<file path="config.mk">
export PLATFORM = sky130hd
export DESIGN_NAME = smr_top
export DESIGN_NICKNAME = d
export VERILOG_FILES = /design/src/common/smr_pkg.sv /design/src/rtl/smr_top.sv
export VERILOG_INCLUDE_DIRS = /design/src /design/src/common
export SDC_FILE = /design/constraint.sdc
export NUM_CORES = 2
export LEC_CHECK = 0
export BUFFER_PORTS_ARGS = -buffer_cell sky130_fd_sc_hd__clkbuf_2
export CORE_MARGIN = 1.5
export CORE_UTILIZATION = 45
export CTS_CLUSTER_SIZE = 16
export DETAILED_ROUTE_END_ITERATION = 7
export GPL_ROUTABILITY_DRIVEN = 1
export PLACE_DENSITY = 0.59
export SYNTH_ARGS = -nofsm -noshare
export SYNTH_HDL_FRONTEND = slang
export SYNTH_SLANG_ARGS = --single-unit
</file>
<file path="constraint.sdc">
create_clock -name clk -period 6.3 [get_ports clk]
set_input_delay 0.315 -clock clk [delete_from_list [all_inputs] [get_ports clk]]
set_output_delay 0.315 -clock clk [all_outputs]
set_load 0.05 [all_outputs]
</file>
<file path="src/common/smr_defs.svh">
// offsets, reset values and timing counts of the serial message recognizer
`ifndef SMR_DEFS_SVH
`define SMR_DEFS_SVH
`define SMR_CLK_HZ 50000000
`define SMR_A_CFG 4'h0
`define SMR_A_DELIM 4'h1
`define SMR_A_DLEN 4'h2
`define SMR_A_IDLE 4'h3
`define SMR_A_ACTV 4'h4
`define SMR_A_CMD 4'h5
`define SMR_A_STAT 4'h6
`define SMR_A_LEN 4'h7
`define SMR_A_DIG 4'h8
`define SMR_A_LDIG 4'h9
`define SMR_A_TX 4'hA
`define SMR_A_RX 4'hB
`define SMR_A_LLEN 4'hC
`define SMR_A_BUF 4'hD
`define SMR_A_LBUF 4'hE
`define SMR_A_IDX 4'hF
`define SMR_CFG_RST 16'h0006
`define SMR_DELIM_RST 32'h00000D0A
`define SMR_DLEN_RST 3'h2
`define SMR_IDLE_RST 16'h0000
`define SMR_ACTV_RST 16'h0064
`define SMR_MS_CYC 50000
`define SMR_MSG_MAX 64
`define SMR_DIG_INIT 32'h811C9DC5
`define SMR_DIG_PRIME 32'h01000193
`endif

</file>
<file path="src/common/smr_pkg.sv">
// types of the serial message recognizer
package smr_pkg;
  typedef enum logic [2:0] {SMR_MODE_PASS = 3'h1, SMR_MODE_CTRL = 3'h2, SMR_MODE_INJ = 3'h4}
    smr_mode_type;
  typedef enum logic [1:0] {SMR_PAR_NONE = 2'h0, SMR_PAR_ODD = 2'h1, SMR_PAR_EVEN = 2'h2}
    smr_par_type;
  typedef enum logic [1:0] {SMR_STOP_1 = 2'h0, SMR_STOP_15 = 2'h1, SMR_STOP_2 = 2'h2}
    smr_stop_type;
  typedef struct packed {
    logic [6:0] spare;
    logic idle_en;
    logic rec_en;
    logic [2:0] baud;
    smr_stop_type stop;
    smr_par_type parity;
  } smr_cfg_type;
  typedef struct packed {
    logic [3:0] addr;
    logic [31:0] wdata;
    logic wr;
    logic rd;
  } smr_bus_type;
  typedef enum logic [4:0] {SMR_S_IDLE = 5'h01, SMR_S_START = 5'h02, SMR_S_DATA = 5'h04,
    SMR_S_PAR = 5'h08, SMR_S_STOP = 5'h10} smr_state_type;
endpackage

</file>
<file path="src/rtl/smr_top.sv">
// serial message recognizer: framed serial port, delimiter matcher, message stores
`include "smr_defs.svh"
`timescale 1ns/1ns
`default_nettype none
module smr_top (
  input wire logic clk,
  input wire logic rst_n,
  input wire logic [3:0] addr,
  input wire logic [31:0] wdata,
  input wire logic wr,
  input wire logic rd,
  output logic [31:0] rdata_q,
  input wire logic rxd,
  output logic txd_q,
  output logic [2:0] mode_q,
  output logic live_valid_q
);
  // ****************************************
  // configuration
  // ****************************************
  smr_pkg::smr_cfg_type cfg_q;
  logic [31:0] delim_q;
  logic [2:0] dlen_q;
  logic [15:0] idle_ms_q;
  logic [15:0] actv_ms_q;
  logic [5:0] idx_q;
  logic cmd_clear;
  logic cmd_reload;
  logic tx_go;
  assign cmd_clear = wr && addr == `SMR_A_CMD && wdata[0];
  assign cmd_reload = wr && addr == `SMR_A_CMD && wdata[1];
  assign tx_go = wr && addr == `SMR_A_TX;

  // one mode register drives the mode_q port; a write of zero leaves it unchanged
  always_ff @(posedge clk or negedge rst_n)
    if (!rst_n)
      mode_q <= 3'h1;
    else if (wr && addr == `SMR_A_CFG && wdata[18:16] != 3'h0)
      mode_q <= wdata[18:16];

  // recognizer settings held once, so both ports see the same values
  always_ff @(posedge clk or negedge rst_n)
    if (!rst_n)
    begin
      cfg_q <= `SMR_CFG_RST;
      delim_q <= `SMR_DELIM_RST;
      dlen_q <= `SMR_DLEN_RST;
      idle_ms_q <= `SMR_IDLE_RST;
      actv_ms_q <= `SMR_ACTV_RST;
    end
    else if (cmd_reload)
    begin
      cfg_q <= {cfg_q[15:9], 1'h0, 1'h0, cfg_q[6:0]};
      delim_q <= `SMR_DELIM_RST;
      dlen_q <= `SMR_DLEN_RST;
      idle_ms_q <= `SMR_IDLE_RST;
      actv_ms_q <= `SMR_ACTV_RST;
    end
    else if (wr)
      case (addr)
        `SMR_A_CFG: cfg_q <= wdata[15:0];
        `SMR_A_DELIM: delim_q <= wdata;
        `SMR_A_DLEN: dlen_q <= (wdata[2:0] == 3'h0 || wdata[2:0] > 3'h4) ? 3'h1 : wdata[2:0];
        `SMR_A_IDLE: idle_ms_q <= wdata[15:0];
        `SMR_A_ACTV: actv_ms_q <= wdata[15:0];
        default: ;
      endcase

  always_ff @(posedge clk or negedge rst_n)
    if (!rst_n)
      idx_q <= 6'h00;
    else if (wr && addr == `SMR_A_IDX)
      idx_q <= wdata[5:0];

  // ****************************************
  // bit timing
  // ****************************************
  function automatic logic [15:0] bit_cycles(input logic [2:0] sel);
    case (sel)
      3'h0: bit_cycles = 16'(`SMR_CLK_HZ / 4800);
      3'h1: bit_cycles = 16'(`SMR_CLK_HZ / 7200);
      3'h2: bit_cycles = 16'(`SMR_CLK_HZ / 9600);
      3'h3: bit_cycles = 16'(`SMR_CLK_HZ / 14400);
      3'h4: bit_cycles = 16'(`SMR_CLK_HZ / 19200);
      3'h5: bit_cycles = 16'(`SMR_CLK_HZ / 38400);
      3'h6: bit_cycles = 16'(`SMR_CLK_HZ / 57600);
      default: bit_cycles = 16'(`SMR_CLK_HZ / 115200);
    endcase
  endfunction

  function automatic logic [16:0] stop_cycles(input logic [15:0] bt, input logic [1:0] st);
    case (st)
      2'h1: stop_cycles = {1'b0, bt} + {2'b0, bt[15:1]};
      2'h2: stop_cycles = {bt, 1'b0};
      default: stop_cycles = {1'b0, bt};
    endcase
  endfunction

  logic [15:0] bt;
  logic [3:0] nbits;
  assign bt = bit_cycles(cfg_q.baud);
  assign nbits = cfg_q.spare[0] ? 4'h9 : 4'h8;

  // ****************************************
  // receiver
  // ****************************************
  smr_pkg::smr_state_type rs_q;
  logic [16:0] rcnt_q;
  logic [3:0] rbit_q;
  logic [8:0] rsh_q;
  logic rpar_q;
  logic rx_stb_q;
  logic [7:0] rx_byte_q;
  logic rx_err_q;
  always_ff @(posedge clk or negedge rst_n)
    if (!rst_n)
    begin
      rs_q <= smr_pkg::SMR_S_IDLE;
      rcnt_q <= 17'h00000;
      rbit_q <= 4'h0;
      rsh_q <= 9'h000;
      rpar_q <= 1'b0;
      rx_stb_q <= 1'b0;
      rx_byte_q <= 8'h00;
      rx_err_q <= 1'b0;
    end
    else
    begin
      rx_stb_q <= 1'b0;
      case (rs_q)
        smr_pkg::SMR_S_IDLE:
          if (!rxd)
          begin
            rs_q <= smr_pkg::SMR_S_START;
            rcnt_q <= {2'b0, bt[15:1]};
          end
        smr_pkg::SMR_S_START:
          if (rcnt_q != 17'h0)
            rcnt_q <= rcnt_q - 17'h1;
          else if (rxd)
            rs_q <= smr_pkg::SMR_S_IDLE;
          else
          begin
            rs_q <= smr_pkg::SMR_S_DATA;
            // the zero cycle belongs to the bit, so reload one less than a bit time
            rcnt_q <= {1'b0, bt} - 17'h1;
            rbit_q <= 4'h0;
            rpar_q <= cfg_q.parity == smr_pkg::SMR_PAR_ODD;
          end
        smr_pkg::SMR_S_DATA:
          if (rcnt_q != 17'h0)
            rcnt_q <= rcnt_q - 17'h1;
          else
          begin
            rsh_q <= {rxd, rsh_q[8:1]};
            rpar_q <= rpar_q ^ rxd;
            rbit_q <= rbit_q + 4'h1;
            rcnt_q <= {1'b0, bt} - 17'h1;
            if (rbit_q == nbits - 4'h1)
              rs_q <= cfg_q.parity == smr_pkg::SMR_PAR_NONE ? smr_pkg::SMR_S_STOP
                : smr_pkg::SMR_S_PAR;
          end
        smr_pkg::SMR_S_PAR:
          if (rcnt_q != 17'h0)
            rcnt_q <= rcnt_q - 17'h1;
          else
          begin
            rx_err_q <= rpar_q ^ rxd;
            rcnt_q <= {1'b0, bt} - 17'h1;
            rs_q <= smr_pkg::SMR_S_STOP;
          end
        smr_pkg::SMR_S_STOP:
          if (rcnt_q != 17'h0)
            rcnt_q <= rcnt_q - 17'h1;
          else
          begin
            // only one stop bit is sampled; the rest is idle line anyway
            rs_q <= smr_pkg::SMR_S_IDLE;
            rx_stb_q <= rxd;
            rx_byte_q <= nbits == 4'h9 ? rsh_q[7:0] : rsh_q[8:1];
          end
        default: rs_q <= smr_pkg::SMR_S_IDLE;
      endcase
    end

  // ****************************************
  // transmitter
  // ****************************************
  logic [11:0] tsh_q;
  logic [3:0] tleft_q;
  logic [16:0] tcnt_q;
  logic tbusy_q;
  logic tpar;
  logic pbit;
  assign tpar = (cfg_q.spare[0] ? ^wdata[8:0] : ^wdata[7:0])
    ^ (cfg_q.parity == smr_pkg::SMR_PAR_ODD);
  assign pbit = cfg_q.parity == smr_pkg::SMR_PAR_NONE ? 1'b1 : tpar;
  always_ff @(posedge clk or negedge rst_n)
    if (!rst_n)
    begin
      tsh_q <= 12'hFFF;
      tleft_q <= 4'h0;
      tcnt_q <= 17'h00000;
      tbusy_q <= 1'b0;
      txd_q <= 1'b1;
    end
    else if (!tbusy_q)
    begin
      txd_q <= 1'b1;
      if (tx_go)
      begin
        tbusy_q <= 1'b1;
        txd_q <= 1'b0;
        tcnt_q <= {1'b0, bt} - 17'h1;
        // data, then parity if any, then the stop bit; ones fill the rest
        if (cfg_q.spare[0])
          tsh_q <= {2'b11, pbit, wdata[8:0]};
        else
          tsh_q <= {3'b111, pbit, wdata[7:0]};
        tleft_q <= nbits + (cfg_q.parity == smr_pkg::SMR_PAR_NONE ? 4'h1 : 4'h2);
      end
    end
    else if (tcnt_q != 17'h0)
      tcnt_q <= tcnt_q - 17'h1;
    else if (tleft_q != 4'h0)
    begin
      txd_q <= tsh_q[0];
      tsh_q <= {1'b1, tsh_q[11:1]};
      tleft_q <= tleft_q - 4'h1;
      tcnt_q <= tleft_q == 4'h1 ? stop_cycles(bt, cfg_q.stop) - 17'h1 : {1'b0, bt} - 17'h1;
    end
    else
    begin
      txd_q <= 1'b1;
      tbusy_q <= 1'b0;
    end

  // ****************************************
  // recognizer
  // ****************************************
  logic [7:0] buf_q [0:`SMR_MSG_MAX-1];
  logic [7:0] lbuf_q [0:`SMR_MSG_MAX-1];
  logic [6:0] cnt_q;
  logic [6:0] len_q;
  logic [6:0] llen_q;
  logic [31:0] hist_q;
  logic [31:0] dig_q;
  logic [31:0] last_dig_q;
  logic [31:0] live_dig_q;
  logic [31:0] ms_q;
  logic [15:0] idle_q;
  logic [15:0] actv_q;
  logic [31:0] dmask;
  logic [31:0] hist_d;
  logic [31:0] dig_d;
  logic take;
  logic hit;
  logic idle_hit;
  logic store;
  assign take = rx_stb_q && cfg_q.rec_en;
  assign dmask = 32'hFFFFFFFF >> (6'd32 - {dlen_q, 3'b000});
  assign hist_d = {hist_q[23:0], rx_byte_q};
  assign hit = take && (hist_d & dmask) == (delim_q & dmask);
  assign dig_d = (dig_q ^ {24'h0, rx_byte_q}) * `SMR_DIG_PRIME;
  assign idle_hit = cfg_q.idle_en && cfg_q.rec_en && cnt_q != 7'h0 && idle_ms_q != 16'h0
    && idle_q >= idle_ms_q;
  assign store = hit || idle_hit;

  // free-running millisecond tick for both timeouts
  always_ff @(posedge clk or negedge rst_n)
    if (!rst_n)
      ms_q <= 32'h0;
    else
      ms_q <= ms_q == 32'(`SMR_MS_CYC - 1) ? 32'h0 : ms_q + 32'h1;

  always_ff @(posedge clk or negedge rst_n)
    if (!rst_n)
    begin
      cnt_q <= 7'h00;
      hist_q <= 32'h0;
      dig_q <= `SMR_DIG_INIT;
      idle_q <= 16'h0;
    end
    else if (store)
    begin
      cnt_q <= 7'h00;
      hist_q <= hit ? hist_d : 32'h0;
      dig_q <= `SMR_DIG_INIT;
      idle_q <= 16'h0;
    end
    else if (take)
    begin
      if (cnt_q != 7'(`SMR_MSG_MAX))
        cnt_q <= cnt_q + 7'h01;
      hist_q <= hist_d;
      dig_q <= dig_d;
      idle_q <= 16'h0;
    end
    else if (ms_q == 32'h0 && idle_q != 16'hFFFF)
      idle_q <= idle_q + 16'h1;

  // working buffer and the persistent copy, byte-indexed by generate
  genvar gi;
  generate
    for (gi = 0; gi < `SMR_MSG_MAX; gi = gi + 1)
    begin : g_b
      always_ff @(posedge clk)
        if (take && cnt_q == 7'(gi))
          buf_q[gi] <= rx_byte_q;
      always_ff @(posedge clk)
        if (hit && cnt_q == 7'(gi))
          lbuf_q[gi] <= rx_byte_q;
        else if (store && cnt_q > 7'(gi))
          lbuf_q[gi] <= buf_q[gi];
    end
  endgenerate

  always_ff @(posedge clk or negedge rst_n)
    if (!rst_n)
    begin
      len_q <= 7'h00;
      last_dig_q <= 32'h0;
    end
    else if (store)
    begin
      len_q <= hit && cnt_q != 7'(`SMR_MSG_MAX) ? cnt_q + 7'h01 : cnt_q;
      last_dig_q <= hit ? dig_d : dig_q;
    end
    else if (cmd_clear)
    begin
      len_q <= 7'h00;
      last_dig_q <= 32'h0;
    end

  // live copy: same content, dies after the active timeout
  always_ff @(posedge clk or negedge rst_n)
    if (!rst_n)
    begin
      llen_q <= 7'h00;
      live_dig_q <= 32'h0;
      live_valid_q <= 1'b0;
      actv_q <= 16'h0;
    end
    else if (store)
    begin
      llen_q <= hit && cnt_q != 7'(`SMR_MSG_MAX) ? cnt_q + 7'h01 : cnt_q;
      live_dig_q <= hit ? dig_d : dig_q;
      live_valid_q <= 1'b1;
      actv_q <= 16'h0;
    end
    else if (cmd_clear || (live_valid_q && actv_q >= actv_ms_q))
    begin
      llen_q <= 7'h00;
      live_dig_q <= 32'h0;
      live_valid_q <= 1'b0;
    end
    else if (ms_q == 32'h0 && live_valid_q)
      actv_q <= actv_q + 16'h1;

  // ****************************************
  // read port
  // ****************************************
  always_ff @(posedge clk or negedge rst_n)
    if (!rst_n)
      rdata_q <= 32'h0;
    else if (rd)
      case (addr)
        `SMR_A_CFG: rdata_q <= {13'h0, mode_q, cfg_q};
        `SMR_A_DELIM: rdata_q <= delim_q;
        `SMR_A_DLEN: rdata_q <= {29'h0, dlen_q};
        `SMR_A_IDLE: rdata_q <= {16'h0, idle_ms_q};
        `SMR_A_ACTV: rdata_q <= {16'h0, actv_ms_q};
        `SMR_A_STAT: rdata_q <= {27'h0, rx_err_q, tbusy_q, live_valid_q, len_q != 7'h0,
                                 cnt_q != 7'h0};
        `SMR_A_LEN: rdata_q <= {25'h0, len_q};
        `SMR_A_DIG: rdata_q <= last_dig_q;
        `SMR_A_LDIG: rdata_q <= live_dig_q;
        `SMR_A_RX: rdata_q <= {24'h0, rx_byte_q};
        `SMR_A_LLEN: rdata_q <= {25'h0, llen_q};
        `SMR_A_BUF: rdata_q <= 7'(idx_q) < len_q ? {24'h0, lbuf_q[idx_q]} : 32'h0;
        `SMR_A_LBUF: rdata_q <= 7'(idx_q) < llen_q ? {24'h0, lbuf_q[idx_q]} : 32'h0;
        `SMR_A_IDX: rdata_q <= {26'h0, idx_q};
        default: rdata_q <= 32'h0;
      endcase
    else
      rdata_q <= 32'h0;
endmodule
`default_nettype wire

</file>
# Yosys cells after proc, flatten, opt, wreduce, memory -nomap -nowiden
# Memories as Yosys holds them, arrays and structs flattened.
# Index checks and enable logic that the tools add are counted.
# totals
reg_bits,411
ramBits,1024
inputBits,41
output_inout_bits,37
elab_cells,1434
mem_count,2
# op_classes
n_addsub,14
mul,1
order_cmp,69
eq_ne,112
shifts,1
n_mux,805
bitwise,71
n_reduce_logical,322
# mem_list
memory,words,width,rd,rd_clocked_by_memory_dff,write_ports,line,rtl
buf_q,64,8,64,0,1,smr_top.sv:241,logic [7:0] buf_q [0:`SMR_MSG_MAX-1];
lbuf_q,64,8,1,0,64,smr_top.sv:242,logic [7:0] lbuf_q [0:`SMR_MSG_MAX-1];
# op_table
operator,count
8-bit two-way mux,130
1-bit two-way mux,529
8-bit OR reduction,63
32-bit one-hot mux with 14 select lines,1
32-bit two-way mux,12
6-bit two-way mux,63
"7-bit by 6-bit == test with 1-bit output, second input constant",32
"7-bit by 6-bit greater-than comparator with 1-bit output, second input constant",32
17-bit two-way mux,13
1-bit logical AND,209
16-bit two-way mux,12
"7-bit by 5-bit == test with 1-bit output, second input constant",16
"7-bit by 5-bit greater-than comparator with 1-bit output, second input constant",16
14-bit one-hot mux with 7 select lines,1
24-bit two-way mux,3
17-bit one-hot mux with 4 select lines,1
32-bit bitwise AND,2
1-bit bitwise OR,64
"7-bit by 4-bit == test with 1-bit output, second input constant",8
"7-bit by 4-bit greater-than comparator with 1-bit output, second input constant",8
7-bit two-way mux,8
"17-bit by 1-bit subtractor with 17-bit output, second input constant",3
12-bit two-way mux,4
"4-bit == test, second input constant",9
other kinds (74),156

# Longest topological paths before layout
# logic_depth
depth_word,68
mapped_depth,24
mapped_depth_nobuf,21

# Least setup slack after synthesis
# Ideal clock, no wire load.
# synth_path
kind,flip-flop to flip-flop
from,reg rx_byte_q[5]
to,reg live_dig_q[31]
setup_ns,0.126
arrival_time_ns,6.774
required_ns,6.174
path_slack_ns,-0.600
path_stages_with_launch,24
n_path_buf,3
cell_sequence,dfrtp_1 -> clkbuf_1 -> clkbuf_1 -> clkbuf_1 -> xor2_1 -> ha_1 -> ha_1 -> fa_1 -> ha_1 -> fa_1 -> ha_1 -> inv_1 -> fa_1 -> inv_1 -> ha_1 -> a21oi_1 -> o311ai_1 -> nand3_1 -> a21oi_1 -> o311ai_1 -> o21ai_0 -> xnor2_1 -> nor2_1 -> a221o_1
# synth_between
elab_chain_len,5
# synth_lines
element,line,rtl
from (decl),smr_top.sv:113,logic [7:0] rx_byte_q;
from (signal assigned),smr_top.sv:180,rx_byte_q <= nbits == 4'h9 ? rsh_q[7:0] : rsh_q[8:1];
branches (longest 5 deep; another with 32-bit by 25-bit multiplier with 32-bit output),n/a,
to (signal assigned),smr_top.sv:347,live_dig_q <= hit ? dig_d : dig_q;
to (decl),smr_top.sv:249,logic [31:0] live_dig_q;
# Several ways; the timed one is not identified.
# A chain may end at the register's enable or synchronous reset.

# Final worst setup path
# layout_path
from,reg rx_byte_q[4]
to,reg last_dig_q[31]
# layout_between
elab_chain_len,5
# layout_lines
element,line,rtl
branches (longest 5 deep; another with 32-bit by 25-bit multiplier with 32-bit output),n/a,
to (signal assigned),smr_top.sv:327,last_dig_q <= hit ? dig_d : dig_q;
to (decl),smr_top.sv:248,logic [31:0] last_dig_q;
# Several ways; the timed one is not identified.

==> metrics.txt <==
# TYPE chip_impl_metric gauge
chip_impl_info{name="run_status",value="finished, final reports clean"} 1
chip_impl_metric{name="synth_async_sr_flop_share",unit="%"} 28.5
chip_impl_info{name="worstSetupEndpoint",value="last_dig_q[31]$_DFFE_PN0P_"} 1
chip_impl_metric{name="final.fill_count",unit=""} 13300
chip_impl_metric{name="fmax",unit="MHz"} 168
chip_impl_info{name="r2r-start",value="rx_byte_q[4]$_DFFE_PN0P_"} 1
chip_impl_metric{name="grt_antenna_before_repair",unit=""} 7
chip_impl_metric{name="total_switching_power",unit="W"} 0.00588
chip_impl_info{name="crit_path_cell_trace",value="xor2_1 -> ha_1 -> ha_1 -> fa_1 -> ha_1 -> fa_1 -> ha_1 -> inv_1 -> fa_1 -> inv_1 -> ha_1 -> nand2_1 -> o311ai_1 -> nand3_1 -> a21oi_2 -> o311ai_2 -> o21ai_1 -> xnor2_1 -> nor2_1 -> a221o_1"} 1
chip_impl_metric{name="fp.dieW",unit="µm"} 400
chip_impl_info{name="netlist_top_cells_count",value="edfxtp_1, mux2_2, nand2_1"} 1
chip_impl_metric{name="path_clk_slew",unit="ns"} 0.06
chip_impl_metric{name="synth-edff-count",unit=""} 1024
chip_impl_metric{name="number_of_slew_limit_violations_in_the_final_report",unit=""} 0
chip_impl_metric{name="detailed_route_wire_length_per_cell",unit="µm"} 25.3
chip_impl_metric{name="p_leak",unit="nW"} 29.9
chip_impl_metric{name="nNetsFinal",unit=""} 5735
chip_impl_metric{name="net_count_of_the_mapped_netlist",unit=""} 5656
chip_impl_metric{name="hold_viol_final",unit=""} 0
chip_impl_metric{name="dpl.hpwl",unit="µm"} 128000
chip_impl_metric{name="crit_path_max_fanout",unit=""} 7
chip_impl_info{name="yosys.cell_count.top_type",value="edfxtp_1"} 1
chip_impl_metric{name="die_height",unit="µm"} 400
chip_impl_metric{name="first_global_vias",unit=""} 43700
chip_impl_info{name="tritoncts",value="done"} 1
chip_impl_metric{name="slew-limit-headroom",unit="%"} 6.81
chip_impl_metric{name="drt_first_iter_violations",unit=""} 4116
chip_impl_metric{name="io_pins",unit=""} 78
chip_impl_metric{name="syn_inst",unit=""} 5270
chip_impl_metric{name="cp.required",unit="ns"} 6.98
chip_impl_metric{name="core_area",unit="µm²"} 156000
chip_impl_info{name="clockRootBuffer",value="clkbuf_16"} 1
chip_impl_metric{name="clock_path_buffers",unit=""} 3
chip_impl_info{name="critical_path.startpoint",value="rx_byte_q[4]$_DFFE_PN0P_"} 1
chip_impl_metric{name="reg2reg_slack",unit="ns"} 0.34
chip_impl_metric{name="setup-violations-final",unit=""} 0
chip_impl_metric{name="cp_bufs_invs",unit=""} 2
chip_impl_info{name="r2r_end",value="last_dig_q[31]$_DFFE_PN0P_"} 1
chip_impl_metric{name="drc",unit=""} 0
chip_impl_metric{name="total_via_count_after_detailed_routing",unit=""} 44300
chip_impl_metric{name="p_int",unit="W"} 0.0166
chip_impl_metric{name="finalCriticalPeriod",unit="ns"} 5.96
chip_impl_metric{name="start_util",unit="%"} 45.3
chip_impl_metric{name="combinationalPowerShare",unit="%"} 10.6
chip_impl_metric{name="power.clock.fraction",unit="%"} 42.1
chip_impl_metric{name="grt_util_all_layers",unit="%"} 24.0
chip_impl_info{name="worst_path_most_repeated_cell",value="ha_1"} 1
chip_impl_metric{name="maxCapViolations",unit=""} 0
chip_impl_metric{name="synth.top_cell.area_share",unit="%"} 43.4
chip_impl_metric{name="reg2regPathDepth",unit=""} 20
chip_impl_metric{name="tightestPinTransition",unit="ns"} 1.38
chip_impl_metric{name="route.detailed.vias_per_inst",unit=""} 5.87
chip_impl_metric{name="die_area",unit="µm²"} 160000
chip_impl_metric{name="buffer_ports.inserted",unit=""} 77
chip_impl_info{name="timing_worst_setup_path_type",value="flop to flop"} 1
chip_impl_info{name="setup.worst_path.end_class",value="flop"} 1
chip_impl_metric{name="drt-total-wl",unit="µm"} 191000
chip_impl_info{name="cell_taking_the_most_area_after_synthesis",value="edfxtp_1"} 1
chip_impl_metric{name="cts.sink_count",unit=""} 1433
chip_impl_metric{name="drtAntennaViolNets",unit=""} 0
chip_impl_info{name="synthFlopType",value="edfxtp_1"} 1
chip_impl_metric{name="synth_seq_cells",unit=""} 1433
chip_impl_metric{name="area_growth_syn_to_layout",unit="%"} 11.9
chip_impl_metric{name="power.density_cell_area",unit="nW/µm²"} 284
chip_impl_metric{name="gr-total-overflow",unit=""} 0
chip_impl_metric{name="power.total",unit="W"} 0.0225
chip_impl_info{name="hold_path.class",value="input pin to asynchronous set/reset pin"} 1
chip_impl_metric{name="global_route_wire_length_before_repair",unit="µm"} 288000
chip_impl_metric{name="grt_max_degree",unit=""} 152
chip_impl_metric{name="utilization",unit="%"} 50.7
chip_impl_metric{name="syn-mean-instance-area",unit="µm²"} 13.4
chip_impl_metric{name="detailedRoute.firstPassIterationCount",unit=""} 7
chip_impl_metric{name="seq_area_frac_synth",unit="%"} 58.0
chip_impl_metric{name="numCtsBuffers",unit=""} 157
chip_impl_metric{name="power_switching_share",unit="%"} 26.1
chip_impl_metric{name="h-tree-depth",unit=""} 4
chip_impl_metric{name="peakVddDrop",unit="mV"} 0.297
chip_impl_metric{name="cp_num_cells",unit=""} 20
chip_impl_metric{name="clkLatencyLatePin",unit="ns"} 0.82
chip_impl_metric{name="core.rowCount",unit=""} 145
chip_impl_info{name="rsz_0062_raised_after_global_routing",value="false"} 1
chip_impl_info{name="critical_path_slowest_stage_cell",value="fa_1"} 1
chip_impl_info{name="synth.area.top_cells",value="edfxtp_1, dfrtp_1, mux2_2"} 1
chip_impl_metric{name="cp.arrival",unit="ns"} 6.64
chip_impl_info{name="cp_top_family",value="adder cells"} 1
chip_impl_info{name="cp-start-kind",value="flop"} 1
chip_impl_metric{name="post_synthesis_instance_area",unit="µm²"} 70800
chip_impl_metric{name="p_seq_share",unit="%"} 47.3
chip_impl_metric{name="fin_worst_skew",unit="ns"} 0.0539
chip_impl_metric{name="critPathMaxStageDelay",unit="ns"} 0.53
chip_impl_metric{name="cts.repair_timing.setup_buffer_count",unit=""} 0
chip_impl_metric{name="post_route_cells_drive_above_1_share",unit="%"} 23.0
chip_impl_metric{name="final.period_utilization",unit="%"} 94.7
chip_impl_metric{name="ys_warn_count",unit=""} 0
chip_impl_metric{name="fin_setup_tns",unit="ns"} 0
chip_impl_metric{name="globalplace.congestion",unit=""} 0.929
chip_impl_metric{name="count_of_different_cell_masters_after_synthesis",unit=""} 99
[placed cells by master (no fill, tap or decap), types with 19 or more instances in the layout]
cell	count
edfxtp_1	1024
mux2_2	527
nand2_1	446
dfrtp_1	359
inv_1	284
ha_1	271
nor2_1	266
o21ai_0	207
a21oi_1	197
mux4_2	166
clkbuf_16	157
buf_4	96
xnor2_1	92
xor2_1	88
nand3_1	84
clkbuf_2	76
fa_1	74
nor3_1	67
a21o_1	61
a22oi_1	50
a22o_1	47
clkbuf_1	40
mux2i_1	39
dfstp_2	38
dlygate4sd3_1	36
nor4_1	35
and3_1	33
a31oi_1	32
o22ai_1	27
nand4_1	25
nand2b_1	24
clkinv_2	24
or3_1	22
nor2b_1	21
clkinv_1	21
o21bai_1	21
o21a_1	20
and2_1	19
[repair_timing]
item	in CTS	in global routing
hold buffers	36	0
hold endpoints to repair	188	0
endpoints found under the setup margin	0	6
gates resized for setup	0	6
[worst register-to-register path: stages, from the launching register on]
cell      delay (ns)
dfrtp_4         0.49
xor2_1          0.42
ha_1            0.33
ha_1            0.30
fa_1            0.45
ha_1            0.24
fa_1            0.47
ha_1            0.29
inv_1           0.05
fa_1            0.53
inv_1           0.04
ha_1            0.38
nand2_1         0.12
o311ai_1        0.37
nand3_1         0.14
a21oi_2         0.28
o311ai_2        0.19
o21ai_1         0.25
xnor2_1         0.17
nor2_1          0.08
a221o_1         0.29
[state kept, by name, indices dropped and copies added (netlist names), 17 cells and up]
signal	cells
buf_q	512
lbuf_q	512
delim_q	32
dig_q	32
last_dig_q	32
live_dig_q	32
ms_q	32
rdata_q	32
hist_q	24
rcnt_q	17
tcnt_q	17
[how the worst min path moves through the flow]
stage	to	slack (ns)	cells past startpoint
floorplan	actv_ms_q[0]$_DFFE_PN0P_	0.02	0
global placement	live_dig_q[28]$_DFFE_PN0P_	0.40	1
detailed placement	live_dig_q[30]$_DFFE_PN0P_	0.41	1
CTS	rdata_q[1]$_DFF_PN0_	0.07	4
global route	live_dig_q[30]$_DFFE_PN0P_	0.16	2
finish	live_dig_q[30]$_DFFE_PN0P_	0.09	2
[routing by layer]
layer	vias up	GRT usage, %	part of all wire [%]
li1	19700	-	-
met1	22700	33.4	44
met2	1451	38.7	47
met3	341	3.58	5.6
met4	4	8.05	3.2
met5	-	0	0.014
[metrics by stage]
step                      cells  hold WS, ns  instance area, µm²  setup slack (ns)
after detailed placement   7212        0.408               73600            0.0881
final                      7542       0.0872               79300             0.337
after floorplan            5270       0.0194               70800            0.0167
after global placement     7212        0.397               73600             0.131
after CTS                  7540       0.0732               79200            0.0912
after global routing       7542        0.161               79300            0.0222
[logic make-up (layout without fill, tap and decap cells)]
logic type      after synthesis  after routing  share of synthesized area [%]
flops                      1433           1433                           58.0
xor+xnor                    182            182                           2.25
simple gates               1130           1130                           7.26
mux                         740            740                           14.3
buf+inv                     584            796                           3.24
compound gates              856            856                           8.07
other cells                   0              2                              0
fa+ha+maj                   345            345                           6.88
[power groups by stage]
stage,clock network [W],logic (W),registers (W)
3_5_place_dp,0,0.00235,0.0108
3_3_place_gp,0,0.00232,0.0108
2_1_floorplan,0,0.00174,0.0107
4_1_cts,0.00963,0.00238,0.0107
5_1_grt,0.00999,0.00264,0.0107
6_report,0.00947,0.00238,0.0107
[cell type report]
type / count / area (µm²) / area share, %
Sequential cell: 1433 / 41100 / 51.8
Multi-Input combinational cell: 3253 / 27600 / 34.8
Clock buffer: 204 / 4180 / 5.27
Tap cell: 2058 / 2570 / 3.25
Timing Repair Buffer: 215 / 1600 / 2.01
Clock inverter: 88 / 1140 / 1.44
Inverter: 289 / 1080 / 1.37
Antenna cell: 2 / 5.00 / 0.00631
Power figures use the tool's default switching activity.
